$ cat src/pkg/uhc_pkg.sv
// Shared constants for the host channel condition and interrupt enable block
package uhc_pkg;

   // Register bus geometry
   localparam int unsigned ADDR_W = 9;
   localparam int unsigned DATA_W = 8;

   // Register offsets
   localparam logic [ADDR_W-1:0] OFS_CHAN_STATUS   = 9'h14A;
   localparam logic [ADDR_W-1:0] OFS_SIE_ENABLE_0  = 9'h150;
   localparam logic [ADDR_W-1:0] OFS_SIE_ENABLE_1  = 9'h151;
   localparam logic [ADDR_W-1:0] OFS_RESERVED_SLOT = 9'h152;
   localparam logic [ADDR_W-1:0] OFS_FRAME_ENABLE  = 9'h153;
   localparam logic [ADDR_W-1:0] OFS_CHAN_ENABLE   = 9'h15A;
   localparam logic [ADDR_W-1:0] OFS_COMPLETION    = 9'h160;
   localparam logic [ADDR_W-1:0] OFS_SUMMARY       = 9'h161;
   localparam logic [ADDR_W-1:0] OFS_SIE_STATUS_0  = 9'h162;
   localparam logic [ADDR_W-1:0] OFS_SIE_STATUS_1  = 9'h163;
   localparam logic [ADDR_W-1:0] OFS_FRAME_STATUS  = 9'h164;

   // Writable field masks; everything else reads zero
   localparam logic [DATA_W-1:0] MASK_SIE_0  = 8'h1F;
   localparam logic [DATA_W-1:0] MASK_SIE_1  = 8'h0F;
   localparam logic [DATA_W-1:0] MASK_FRAME  = 8'h07;
   localparam logic [DATA_W-1:0] MASK_CHAN   = 8'h10;
   localparam logic [DATA_W-1:0] REG_RESET   = 8'h00;

   // Field positions
   localparam int unsigned BIT_COND_CHANGE = 4;
   localparam int unsigned SUM_SIE_0       = 0;
   localparam int unsigned SUM_SIE_1       = 1;
   localparam int unsigned SUM_FRAME       = 2;
   localparam int unsigned SUM_CHAN        = 3;
   localparam int unsigned SUM_W           = 4;

   // Completion codes
   localparam logic [2:0] CODE_CLEAN_COMPLETION = 3'h0;
   localparam logic [2:0] CODE_STALL            = 3'h1;
   localparam logic [2:0] CODE_OVERRUN          = 3'h2;
   localparam logic [2:0] CODE_UNDERRUN         = 3'h3;
   localparam logic [2:0] CODE_RETRY_FAULT      = 3'h4;

   // Consecutive-event limits
   localparam logic [1:0] RETRY_LIMIT = 2'h3;
   localparam logic [1:0] NYET_LIMIT  = 2'h3;

endpackage

$ cat src/core/uhc_irq_enable.sv
// Host channel completion classifier, status/enable registers and interrupt summary
//
// How it works
// - Stall, overrun, underrun or three retry faults in a row set condition_change_flag.
// - Firmware clearing transfer_go also sets the flag; completion code keeps last result.
// - Completion code: 000 clean, 001 stall, 010 overrun, 011 underrun, 100 retry.
// - Overrun when packet exceeds max length or received bytes exceed transfer total.
// - CRC or bit-stuff error alongside overrun or underrun becomes a retry fault.
// - Packet within max length with bad toggle is toggle mismatch, not overrun.
// - Underrun when packet is short and received bytes stay below transfer total.
// - No answer to IN, or no handshake after OUT, within timeout is retry fault.
// - CRC, bit-stuff, PID check failure or invalid PID is a retry fault.
// - Interrupt split: ERR handshake or three consecutive NYETs is a retry fault.
// - Data toggle mismatch from the endpoint is a retry fault unless the packet exceeds max length.
// - Enable bit at one lets its status cause raise the group summary bit.
// - Root SIE enable 0 holds five detect enables in bits 4..0, resets zero.
// - Root SIE enable 1 holds four completion enables in bits 3..0, resets zero.
// - Frame enable holds port error, frame wrap, frame start in bits 2..0.
// - Writing one clears a status bit; writing zero leaves it unchanged.
module uhc_irq_enable
   import uhc_pkg::*;
#(
   parameter int unsigned LEN_W = 11,
   parameter int unsigned TOT_W = 16
) (
   // Clock and reset
   input  wire  logic              clk_sys,
   input  wire  logic              reset_n,
   // Register port
   input  wire  logic [ADDR_W-1:0] reg_addr,
   input  wire  logic [DATA_W-1:0] reg_wdata,
   input  wire  logic              reg_wr,
   input  wire  logic              reg_rd,
   output logic       [DATA_W-1:0] reg_rdata,
   // Transaction result from the serial engine
   input  wire  logic              txn_done,
   input  wire  logic              txn_stall,
   input  wire  logic              txn_timeout,
   input  wire  logic              rx_packet,
   input  wire  logic [LEN_W-1:0]  rx_length,
   input  wire  logic [LEN_W-1:0]  max_packet_length,
   input  wire  logic [TOT_W-1:0]  rx_byte_sum,
   input  wire  logic [TOT_W-1:0]  transfer_byte_total,
   input  wire  logic              crc_error,
   input  wire  logic              stuff_error,
   input  wire  logic              pid_check_error,
   input  wire  logic              pid_invalid,
   input  wire  logic              toggle_mismatch,
   input  wire  logic              split_interrupt,
   input  wire  logic              hs_err,
   input  wire  logic              hs_nyet,
   input  wire  logic              transfer_go,
   // Root port and frame events, one-cycle pulses
   input  wire  logic [4:0]        sie_event_0,
   input  wire  logic [3:0]        sie_event_1,
   input  wire  logic [2:0]        frame_event,
   // Results
   output logic [2:0]              completion_code,
   output logic                    condition_change_flag,
   output logic [SUM_W-1:0]        top_level_irq_summary,
   output logic                    irq
);

   // Clear-on-one with set priority over the clear
   function automatic logic [DATA_W-1:0] w1c_update(
      input logic [DATA_W-1:0] cur,
      input logic [DATA_W-1:0] set,
      input logic              clr_en,
      input logic [DATA_W-1:0] clr,
      input logic [DATA_W-1:0] mask
   );
      logic [DATA_W-1:0] keep;
      keep = clr_en ? (cur & ~clr) : cur;
      return (keep | set) & mask;
   endfunction

   function automatic logic hit(
      input logic [ADDR_W-1:0] a,
      input logic [ADDR_W-1:0] ofs
   );
      return a == ofs;
   endfunction

   logic [DATA_W-1:0] sie_enable_0_r;
   logic [DATA_W-1:0] sie_enable_1_r;
   logic [DATA_W-1:0] frame_enable_r;
   logic [DATA_W-1:0] chan_enable_r;
   logic [DATA_W-1:0] sie_status_0_r;
   logic [DATA_W-1:0] sie_status_1_r;
   logic [DATA_W-1:0] frame_status_r;
   logic [DATA_W-1:0] chan_status_r;
   logic [2:0]        code_r;
   logic [1:0]        retry_run_r;
   logic [1:0]        nyet_run_r;
   logic              go_prev_r;
   logic [DATA_W-1:0] rdata_r;
   logic [SUM_W-1:0]  summary_r;
   logic              irq_r;

   // Classification of the finished transaction
   logic              len_over;
   logic              sum_over;
   logic              overrun;
   logic              underrun;
   logic              bit_error;
   logic              nyet_third;
   logic              retry_fault;
   logic [2:0]        code_nxt;
   logic [1:0]        retry_run_nxt;
   logic              cond_set;
   logic              go_cleared;
   logic [SUM_W-1:0]  summary_nxt;

   always_comb begin
      len_over    = rx_packet && (rx_length > max_packet_length);
      sum_over    = rx_packet && (rx_byte_sum > transfer_byte_total);
      overrun     = len_over || (sum_over && !toggle_mismatch);
      underrun    = rx_packet && (rx_length < max_packet_length)
                    && (rx_byte_sum < transfer_byte_total);
      bit_error   = crc_error || stuff_error;
      nyet_third  = split_interrupt && hs_nyet && (nyet_run_r == NYET_LIMIT - 2'h1);
      retry_fault = txn_timeout
                    || bit_error || pid_check_error || pid_invalid
                    || (split_interrupt && hs_err) || nyet_third
                    || (toggle_mismatch && !len_over);
      if (retry_fault) begin
         code_nxt = CODE_RETRY_FAULT;
      end else if (txn_stall) begin
         code_nxt = CODE_STALL;
      end else if (overrun) begin
         code_nxt = CODE_OVERRUN;
      end else if (underrun) begin
         code_nxt = CODE_UNDERRUN;
      end else begin
         code_nxt = CODE_CLEAN_COMPLETION;
      end
      retry_run_nxt = retry_fault ? retry_run_r + 2'h1 : 2'h0;
   end

   assign go_cleared = go_prev_r && !transfer_go;
   assign cond_set   = go_cleared
                       || (txn_done && (code_nxt == CODE_STALL || code_nxt == CODE_OVERRUN
                           || code_nxt == CODE_UNDERRUN
                           || (retry_fault && retry_run_nxt == RETRY_LIMIT)));

   // Completion code holds the last result; a transfer_go clear does not disturb it
   always_ff @(posedge clk_sys or negedge reset_n) begin
      if (!reset_n) begin
         code_r <= CODE_CLEAN_COMPLETION;
      end else if (txn_done) begin
         code_r <= code_nxt;
      end
   end

   // Consecutive retry count restarts after any non-retry result or the third fault
   always_ff @(posedge clk_sys or negedge reset_n) begin
      if (!reset_n) begin
         retry_run_r <= 2'h0;
      end else if (txn_done) begin
         retry_run_r <= (retry_run_nxt == RETRY_LIMIT) ? 2'h0 : retry_run_nxt;
      end
   end

   // NYET run in interrupt splits; any other handshake breaks the run
   always_ff @(posedge clk_sys or negedge reset_n) begin
      if (!reset_n) begin
         nyet_run_r <= 2'h0;
      end else if (txn_done && split_interrupt) begin
         nyet_run_r <= (hs_nyet && !nyet_third) ? nyet_run_r + 2'h1 : 2'h0;
      end
   end

   always_ff @(posedge clk_sys or negedge reset_n) begin
      if (!reset_n) begin
         go_prev_r <= 1'b0;
      end else begin
         go_prev_r <= transfer_go;
      end
   end

   // Enable registers; reserved bits are masked off at the write
   always_ff @(posedge clk_sys or negedge reset_n) begin
      if (!reset_n) begin
         sie_enable_0_r <= REG_RESET;
         sie_enable_1_r <= REG_RESET;
         frame_enable_r <= REG_RESET;
         chan_enable_r  <= REG_RESET;
      end else if (reg_wr) begin
         if (hit(reg_addr, OFS_SIE_ENABLE_0)) begin
            sie_enable_0_r <= reg_wdata & MASK_SIE_0;
         end
         if (hit(reg_addr, OFS_SIE_ENABLE_1)) begin
            sie_enable_1_r <= reg_wdata & MASK_SIE_1;
         end
         if (hit(reg_addr, OFS_FRAME_ENABLE)) begin
            frame_enable_r <= reg_wdata & MASK_FRAME;
         end
         if (hit(reg_addr, OFS_CHAN_ENABLE)) begin
            chan_enable_r <= reg_wdata & MASK_CHAN;
         end
      end
   end

   // Sticky status registers, cleared by writing one
   always_ff @(posedge clk_sys or negedge reset_n) begin
      if (!reset_n) begin
         sie_status_0_r <= REG_RESET;
         sie_status_1_r <= REG_RESET;
         frame_status_r <= REG_RESET;
         chan_status_r  <= REG_RESET;
      end else begin
         sie_status_0_r <= w1c_update(sie_status_0_r, {3'h0, sie_event_0},
                              reg_wr && hit(reg_addr, OFS_SIE_STATUS_0), reg_wdata,
                              MASK_SIE_0);
         sie_status_1_r <= w1c_update(sie_status_1_r, {4'h0, sie_event_1},
                              reg_wr && hit(reg_addr, OFS_SIE_STATUS_1), reg_wdata,
                              MASK_SIE_1);
         frame_status_r <= w1c_update(frame_status_r, {5'h00, frame_event},
                              reg_wr && hit(reg_addr, OFS_FRAME_STATUS), reg_wdata,
                              MASK_FRAME);
         chan_status_r  <= w1c_update(chan_status_r,
                              DATA_W'({cond_set, 4'h0}),
                              reg_wr && hit(reg_addr, OFS_CHAN_STATUS), reg_wdata,
                              MASK_CHAN);
      end
   end

   // Summary is combinational so a register read sees it in the same cycle
   always_comb begin
      summary_nxt            = '0;
      summary_nxt[SUM_SIE_0] = |(sie_status_0_r & sie_enable_0_r);
      summary_nxt[SUM_SIE_1] = |(sie_status_1_r & sie_enable_1_r);
      summary_nxt[SUM_FRAME] = |(frame_status_r & frame_enable_r);
      summary_nxt[SUM_CHAN]  = |(chan_status_r & chan_enable_r);
   end

   // Output copies of the summary and interrupt lag one cycle to stay registered
   always_ff @(posedge clk_sys or negedge reset_n) begin
      if (!reset_n) begin
         summary_r <= '0;
         irq_r     <= 1'b0;
      end else begin
         summary_r <= summary_nxt;
         irq_r     <= |summary_nxt;
      end
   end

   // Read data stands for the single cycle after the strobe; unmapped reads zero
   always_ff @(posedge clk_sys or negedge reset_n) begin
      if (!reset_n) begin
         rdata_r <= REG_RESET;
      end else if (reg_rd) begin
         case (reg_addr)
            OFS_SIE_ENABLE_0:  rdata_r <= sie_enable_0_r;
            OFS_SIE_ENABLE_1:  rdata_r <= sie_enable_1_r;
            OFS_RESERVED_SLOT: rdata_r <= REG_RESET;
            OFS_FRAME_ENABLE:  rdata_r <= frame_enable_r;
            OFS_CHAN_ENABLE:   rdata_r <= chan_enable_r;
            OFS_CHAN_STATUS:   rdata_r <= chan_status_r;
            OFS_COMPLETION:    rdata_r <= {5'h00, code_r};
            OFS_SUMMARY:       rdata_r <= {4'h0, summary_nxt};
            OFS_SIE_STATUS_0:  rdata_r <= sie_status_0_r;
            OFS_SIE_STATUS_1:  rdata_r <= sie_status_1_r;
            OFS_FRAME_STATUS:  rdata_r <= frame_status_r;
            default:           rdata_r <= REG_RESET;
         endcase
      end else begin
         rdata_r <= REG_RESET;
      end
   end

   assign reg_rdata             = rdata_r;
   assign completion_code       = code_r;
   assign condition_change_flag = chan_status_r[BIT_COND_CHANGE];
   assign top_level_irq_summary = summary_r;
   assign irq                   = irq_r;

endmodule

$ cat config.mk
export PLATFORM = sky130hd
export DESIGN_NAME = uhc_irq_enable
export DESIGN_NICKNAME = d
export VERILOG_FILES = /design/src/pkg/uhc_pkg.sv /design/src/core/uhc_irq_enable.sv
export SDC_FILE = /design/constraint.sdc
export NUM_CORES = 1
export LEC_CHECK = 0
export CELL_PAD_IN_SITES_DETAIL_PLACEMENT = 1
export CELL_PAD_IN_SITES_GLOBAL_PLACEMENT = 1
export CORE_UTILIZATION = 40
export DETAILED_ROUTE_END_ITERATION = 8
export DONT_BUFFER_PORTS = 1
export PLACE_DENSITY_LB_ADDON = 0.05
export SETUP_SLACK_MARGIN = 0.4
export SYNTH_ARGS = -nofsm -noshare
export SYNTH_HDL_FRONTEND = slang
export SYNTH_SLANG_ARGS = --single-unit
$ cat constraint.sdc
create_clock -name clk_sys -period 2 [get_ports clk_sys]
set_clock_uncertainty 0.15 [all_clocks]
set_input_delay 0.1 -clock clk_sys [delete_from_list [all_inputs] [get_ports clk_sys]]
set_output_delay 0.1 -clock clk_sys [all_outputs]
set_load 0.1 [all_outputs]
# After elaboration in Yosys (flattened, before gate mapping)
# Cells that the tools add are included.
# word_totals
in_bits	100
out_inout_bits	17
romBits	0
mem_bits_rw	0
reg_bits	47
n_memories	0
latchBits	0
elab_cells	105
# classes
reduce_logical	43
n_shift	0
add_sub_neg	2
mux	13
n_lt_le_gt_ge	4
multipliers	0
eq_ne	15
div	0
n_bitwise	13
# op_table
op	n
9-bit == test, second input constant	10
5-bit case mux with 10 select lines	1
32-bit OR reduction	1
8-bit OR reduction	4
5-bit bitwise AND	4
1-bit logical AND	18
16-bit greater-than comparator	1
16-bit < comparator	1
1-bit logical OR	12
3-bit 2-to-1 mux	4
11-bit greater-than comparator	1
11-bit < comparator	1
5-bit 2-to-1 mux	2
5-bit bitwise OR	2
4-bit bitwise AND	2
2-bit 2-to-1 mux	4
8-bit 2-to-1 mux	1
2-bit AND reduction	4
3-bit bitwise AND	2
3-bit by 2-bit == test with 1-bit output, second input constant	2
5-bit inverter	1
2-bit by 1-bit adder with 2-bit output, second input constant	2
2-bit == test, second input constant	2
1-bit zero test	4
4 further kinds	4

# Longest topological paths before layout
# Gate-level depths: netlist of the first run.
# depth
ltp_word	15
depth_mapped	9
ltp_nobuf	9

# Worst setup path after synthesis of the first run
# Ideal clock, no wire load.
# synth_path
kind	in2reg
from	in max_packet_length[2]
to	reg chan_status_r[4]
path_slack_ns	-0.159
t_required_ns	1.730
stages	8
arrival_time_ns	1.890
n_path_buf	0
setup_ns	0.120
path_cell_list	inv_1 -> ha_1 -> a21oi_2 -> a211oi_2 -> a2111oi_4 -> a21oi_1 -> or4_1 -> a31o_1
# synth_between
elab_chain_cells	14
word_cells_on_any_way	25
classes_between	order compare (2); eq/ne (4); mux (5); bitwise (1); reduce/logical (13)
# synth_lines
item	line	source
start, declared	uhc_irq_enable.sv:41	input wire logic [LEN_W-1:0] max_packet_length,
11-bit < comparator	uhc_irq_enable.sv:118	underrun = rx_packet && (rx_length < max_packet_length)
1-bit logical AND	uhc_irq_enable.sv:118	
1-bit logical AND	uhc_irq_enable.sv:119	&& (rx_byte_sum < transfer_byte_total);
2-bit 2-to-1 mux	uhc_irq_enable.sv:132	end else if (underrun) begin
3-bit 2-to-1 mux	uhc_irq_enable.sv:130	end else if (overrun) begin
3-bit 2-to-1 mux	uhc_irq_enable.sv:128	end else if (txn_stall) begin
3-bit 2-to-1 mux	uhc_irq_enable.sv:126	if (retry_fault) begin
3-bit by 1-bit == test with 1-bit output / 3-bit by 2-bit == test with 1-bit output (equally long branches)	uhc_irq_enable.sv:142	|| (txn_done && (code_nxt == CODE_STALL || code_nxt == CODE_OVERRUN
1-bit logical OR	uhc_irq_enable.sv:142	
1-bit logical OR	uhc_irq_enable.sv:143	|| code_nxt == CODE_UNDERRUN
1-bit logical OR *	uhc_irq_enable.sv:144	|| (retry_fault && retry_run_nxt == RETRY_LIMIT)));
1-bit logical AND *	uhc_irq_enable.sv:142	
1-bit logical OR *	uhc_irq_enable.sv:142	
5-bit bitwise OR *	uhc_irq_enable.sv:74	return (keep | set) & mask;
end signal, assigned	uhc_irq_enable.sv:221	chan_status_r <= w1c_update(chan_status_r,
end, declared	uhc_irq_enable.sv:91	logic [DATA_W-1:0] chan_status_r;
# Mark *: on every way between the ends. The rest lies on a longest branch, timed or not.
# A chain may end at the register's enable or synchronous reset.

# Worst setup path after layout of the first run
# layout_path
from	reg sie_status_1_r[2]
to	reg irq_r, in the netlist irq
# layout_between
elab_chain_cells	2
# layout_lines
item	line	source
start, declared	uhc_irq_enable.sv:89	logic [DATA_W-1:0] sie_status_1_r;
start signal, assigned	uhc_irq_enable.sv:215	sie_status_1_r <= w1c_update(sie_status_1_r, {4'h0, sie_event_1},
4-bit bitwise AND	uhc_irq_enable.sv:232	summary_nxt[SUM_SIE_1] = |(sie_status_1_r & sie_enable_1_r);
32-bit OR reduction	uhc_irq_enable.sv:244	irq_r <= |summary_nxt;
end signal, assigned	uhc_irq_enable.sv:244	
end, declared	uhc_irq_enable.sv:98	logic irq_r;
# No other way between the ends.

==> qor.yml, run 1 <==
status: "complete, but fails checks"
violations: "negative hold slack"
cts_tree: "built"
synthArstFlopShare_pct: 100
fin_hold_ws_ns: -0.0247
synth.avg_cell_area_um2: 9.61
finalHoldViolCount: 2
maxSlewViolCount: 0
synth_top_area_share_pct: 38.5
synth_edf_count: 0
insertion_delay_ns: 0.30
yosysTopAreaCell: "dfrtp_1"
pwr-share-clk_pct: 27.8
place_inst: 414
grt_pass1_wl_um: 13000
ios: 117
initial_core_util_pct: 41.7
rows: 30
cts.root.buffer_cell: "clkbuf_8"
clk_pin_slew_worst_paths_ns: 0.08
synth_cells: 298
synth-main-ff-cell: "dfrtp_1"
setup_tns_ns: 0
cp.arrival_ns: 1.83
period_share_pct: 90.3
viasPerCell: 5.53
r2r_slack_ns: 0.19
drv_cap: 0
dieArea_mm2: 0.00750
yosysMostFrequentCell: "dfrtp_1"
dieHeight_um: 86.6
diodes: 0
final_nets: 498
fin_util_pct: 59.3
grt_pass1_vias: 2758
synth_area_leaders: "dfrtp_1, ha_1, mux2_2, inv_1, nand2_1"
fin_area_mm2: 0.00408
start_kind: "flop"
areaGrowthSynthToFinish_pct: 42.4
htreeDepth: 2
drive_gt1_share_pct: 36.9
synth_warnings: 0
rsz0062_at_grt: "yes"
fp.dieW_um: 86.6
relSlewSlack_pct: 51.1
worst_ir_drop_vdd_uv: 268
yosysSeqAreaShare_pct: 38.5
endpoint_kind: "flop"
p_leak_nw: 1.74
netlist_area_mm2: 0.00286
fin_cells: 467
grt_max_degree: 45
dp_hpwl_um: 5930
vias: 2581
yosysUniqueCellTypes: 49
switchingPower_uw: 668
netlist_top_cells_count: "dfrtp_1, inv_1, ha_1"
tightest_slew_ns: 0.734
combPwrFrac_pct: 27.7
cts_buffers: 5
layout_setup_ws_ns: 0.194
ant_nets: 0
pwr-share-seq_pct: 44.5
clock_sinks: 44
critical_path_class: "reg -> reg"
cp.required_ns: 2.02
p_int_mw: 1.46
power_mw: 2.13
route.detailed.drc: 0
finalSetupViolCount: 0
fin_crit_ns: 1.81
cts.path.max_buffers: 2
critPathMaxFanout: 3
antenna_found_initial: 0
drtIter0Drc: 69
pre_cts_ws_ns: -0.213
port_buffers: 0
routed_wirelength_um: 8490
gp_congestion: 0.794
max_freq_mhz: 554
core_mm2: 0.00687
swShare_pct: 31.4
track_usage_pct: 22.4
p_per_area_mw_per_mm2: 522
dr.pass1.iters: 4
grt-ovfl-total: 0
hp-class: "in -> reg"
wl_per_cell_um: 18.2
ys_seq_elements: 44
dpl_cell_area_mm2: 0.00331
[sequential cells by signal (all words and copies together), names as in the netlist]
register	cells
chan_enable_r	1
chan_status_r	1
completion_code	3
frame_enable_r	3
frame_status_r	3
go_prev_r	1
irq	1
nyet_run_r	2
reg_rdata	5
retry_run_r	2
sie_enable_0_r	5
sie_enable_1_r	4
sie_status_0_r	5
sie_status_1_r	4
top_level_irq_summary	4
[placed cells by master (no fill, tap or decap), drive strengths merged, types with 3 or more instances in the layout]
cell type,synthesis,final
nand3b,4,4
a222oi,5,5
mux2i,7,7
a21o,11,11
buf,5,39
nand3,15,15
dfrtp,44,44
o21ai,14,14
nand4,5,5
nand2b,5,5
o22ai,3,3
dlygate4sd3,0,31
a22oi,4,4
conb,1,3
mux2,14,14
a221oi,4,4
inv,39,39
a31oi,3,3
nor3,3,3
a21oi,18,18
nand2,23,23
nor2,14,14
ha,28,28
clkbuf,4,7
[power groups by stage]
stage	combinational [mW]	sequential (mW)	clock (mW)
3_5_place_dp	0.424	0.964	0
4_1_cts	0.540	0.947	0.601
2_1_floorplan	0.262	1.05	0
3_3_place_gp	0.409	0.962	0
5_1_grt	0.647	0.952	0.642
6_report	0.590	0.947	0.593
[kinds of logic after synthesis]
| logic type | synth area share [%] |
|---|---|
| AND/OR/NAND/NOR | 15.8 |
| AO/OA/AOI/OAI | 18.7 |
| buffers and inverters | 6.77 |
| flip-flops | 38.5 |
| adder cells (fa/ha/maj) | 12.2 |
| multiplexers | 7.95 |
| other | 0.131 |
[critical path, cell delays in order, from the launching register on]
cell	delay, ns
dfrtp_1	0.43
a22o_1	0.21
a221oi_2	0.24
inv_1	0.13
or4_1	0.52
[final cells by class]
class                           count  area [um^2]
Tap cell                           96          120
Inverter                           39          176
Sequential cell                    44         1110
Fill cell                         750         2790
Timing Repair Buffer               72          652
Multi-Input combinational cell    208         1930
Clock buffer                        7         86.3
Clock inverter                      1         7.51
[final timing paths]
kind	from	endpoint	cells after the start
max reg2reg	sie_status_1_r[2]$_DFF_PN0_	irq$_DFF_PN0_	4
min in group asynchronous	reset_n	top_level_irq_summary[2]$_DFF_PN0_	2
min	reg_addr[4]	reg_rdata[4]$_DFF_PN0_	4
max in group asynchronous	reset_n	completion_code[0]$_DFFE_PN0P_	2
max	sie_status_1_r[2]$_DFF_PN0_	irq$_DFF_PN0_	4
min reg2reg	nyet_run_r[0]$_DFFE_PN0P_	nyet_run_r[0]$_DFFE_PN0P_	1
[metal layers]
layer / up-vias / routed length (um) / GRT usage, % / share of wire, %
met5: - / 0 / 0 / 0
met4: 0 / 151 / 6.67 / 1.8
met3: 16 / 522 / 5.52 / 6.1
met2: 106 / 4500 / 42.4 / 53
met1: 1246 / 3310 / 24.5 / 39
li1: 1213 / - / - / -
[repair_timing]
action                                  CTS  global route
pin swaps                                21            27
resized for setup                        17            33
hold buffers                             31             3
endpoints found under the setup margin   10            28
setup buffers                             6             5
endpoints found under the hold margin    83             2
(Power assumes the default switching activity.)
==> run 2, diff against run 1 <==
RECOVER_POWER = 100   (was default)
==> qor.yml, run 2 (synthesis gave the netlist of run 1 again) <==
status: "complete, but fails checks"  # unchanged
violations: "negative hold slack"  # unchanged
finalSetupViolCount: 0  # unchanged
final_common_cell: "dfrtp_1"  # unchanged
insertion_delay_ns: 0.30  # about the same
routed_wirelength_um: 8500  # was 8490 um
grt-ovfl-total: 0  # unchanged
ant_nets: 0  # unchanged
critical_path_class: "reg -> reg"  # unchanged
setup_tns_ns: 0  # unchanged
critPathMaxFanout: 2  # was 3
hold_end: "reg_rdata[3]$_DFF_PN0_"  # was reg_rdata[4]$_DFF_PN0_
initial_core_util_pct: 41.7  # unchanged
layout_setup_ws_ns: 0.0710  # was 0.194 ns
rsz0062_at_grt: "yes"  # unchanged
r2r_start: "sie_enable_1_r[3]$_DFFE_PN0P_"  # was sie_status_1_r[2]$_DFF_PN0_
htreeDepth: 2  # unchanged
clk_pin_slew_worst_paths_ns: 0.08  # about the same
vias: 2572  # was 2581
cp.required_ns: 2.02  # about the same
relSlewSlack_pct: 28.5  # was 51.1%
viasPerCell: 5.51  # was 5.53
gp_congestion: 0.794  # unchanged
reg2reg_depth: 4  # unchanged
cts.path.max_buffers: 2  # unchanged
port_buffers: 0  # unchanged
cp.arrival_ns: 1.95  # was 1.83 ns
layout_common_cells: "dfrtp_1, dlygate4sd3_1, nand2_1"  # was dfrtp_1, buf_4, dlygate4sd3_1
grt_pass1_vias: 2758  # unchanged
min_from: "reg_addr[1]"  # was reg_addr[4]
whs_path_depth: 3  # was 4
drv_cap: 0  # unchanged
areaGrowthSynthToFinish_pct: 36.6  # was 42.4%
grt_max_degree: 45  # unchanged
rows: 30  # unchanged
drive_gt1_share_pct: 31.8  # was 36.9%
worst_ir_drop_vdd_uv: 270  # was 268 uV
dieHeight_um: 86.6  # unchanged
r2r-end: "irq$_DFF_PN0_"  # unchanged
cts.root.buffer_cell: "clkbuf_8"  # unchanged
max_freq_mhz: 518  # was 554 MHz
p_leak_nw: 1.69  # was 1.74 nW
dr.pass1.iters: 5  # was 4
dieArea_mm2: 0.00750  # unchanged
cts_buffers: 5  # unchanged
r2r_slack_ns: 0.07  # was 0.19 ns
power_mw: 2.11  # was 2.13 mW
grt_pass1_wl_um: 13000  # unchanged
fp.dieW_um: 86.6  # unchanged
tightest_slew_ns: 1.07  # was 0.734 ns
p_per_area_mw_per_mm2: 538  # was 522 mW/mm^2
track_usage_pct: 22.4  # unchanged
antenna_found_initial: 0  # unchanged
diodes: 0  # unchanged
fin_hold_ws_ns: -0.0000429  # was -0.0247 ns
route.detailed.drc: 0  # unchanged
core_mm2: 0.00687  # unchanged
hp-class: "in -> reg"  # unchanged
cts_tree: "built"  # unchanged
finalHoldViolCount: 1  # was 2
period_share_pct: 96.4  # was 90.3%
start_kind: "flop"  # unchanged
maxSlewViolCount: 0  # unchanged
dp_hpwl_um: 5930  # unchanged
endpoint_kind: "flop"  # unchanged
fin_crit_ns: 1.93  # was 1.81 ns
clock_sinks: 44  # unchanged
pre_cts_ws_ns: -0.213  # unchanged
drtIter0Drc: 53  # was 69
wl_per_cell_um: 18.2  # about the same
final_nets: 498  # unchanged
ios: 117  # unchanged
-- run 2: what timing repair did --
action,CTS,global route
hold buffers,31,3
setup endpoints to repair,10,28
pin swaps,21,27
buffers inserted,6,5
gates resized for setup,17,33
hold endpoints to repair,83,2
-- run 2: worst max-delay path by stage --
stage | from | end | slack (ns) | depth (start not counted)
3_5_place_dp | max_packet_length[8] | chan_status_r[4]$_DFF_PN0_ | -0.21 | 8
4_1_cts | max_packet_length[8] | chan_status_r[4]$_DFF_PN0_ | 0.12 | 8
3_3_place_gp | max_packet_length[8] | chan_status_r[4]$_DFF_PN0_ | -0.16 | 8
6_report | sie_enable_1_r[3]$_DFFE_PN0P_ | irq$_DFF_PN0_ | 0.07 | 4
2_1_floorplan | rx_length[6] | chan_status_r[4]$_DFF_PN0_ | -0.07 | 7
5_1_grt | sie_enable_1_r[3]$_DFFE_PN0P_ | irq$_DFF_PN0_ | 0.02 | 4
-- run 2: layout make-up --
class / instances / area [um^2]
fill: 770 / 2960
multi-input combinational: 208 / 1830
sequential: 44 / 1110
timing repair buffer: 72 / 583
inverter: 39 / 176
tap: 96 / 120
clock buffer: 7 / 86.3
clock inverter: 1 / 7.51
-- run 2: worst max-delay path, stage by stage, from the launching register on --
cell and delay [ns]:
dfrtp_1 0.39, a22o_1 0.23, a221oi_1 0.35, inv_1 0.15
or4_1 0.53
-- run 2: metal layers --
| metal | GRT usage (%) | routed length [um] |
|---|---|---|
| met4 | 6.67 | 159 |
| met3 | 5.52 | 525 |
| met1 | 24.5 | 3310 |
| met2 | 42.4 | 4500 |
| met5 | 0 | 0 |
-- run 2: where the power goes --
part | internal [mW] | switching (mW)
clock | 0.281 | 0.314
sequential | 0.927 | 0.0192
combinational | 0.234 | 0.329
total | 1.44 | 0.662
-- run 2: stage by stage --
stage               instances  hold WS, ns  utilization [%]  instance area [um^2]
detailed placement        414       -0.344             48.2                  3310
CTS                       459      -0.0871             56.1                  3860
global route              467      0.00163             56.9                  3910
global placement          414       -0.344             48.2                  3310
finish                    467   -0.0000429             56.9                  3910
floorplan                 300       -0.346                -                  3050
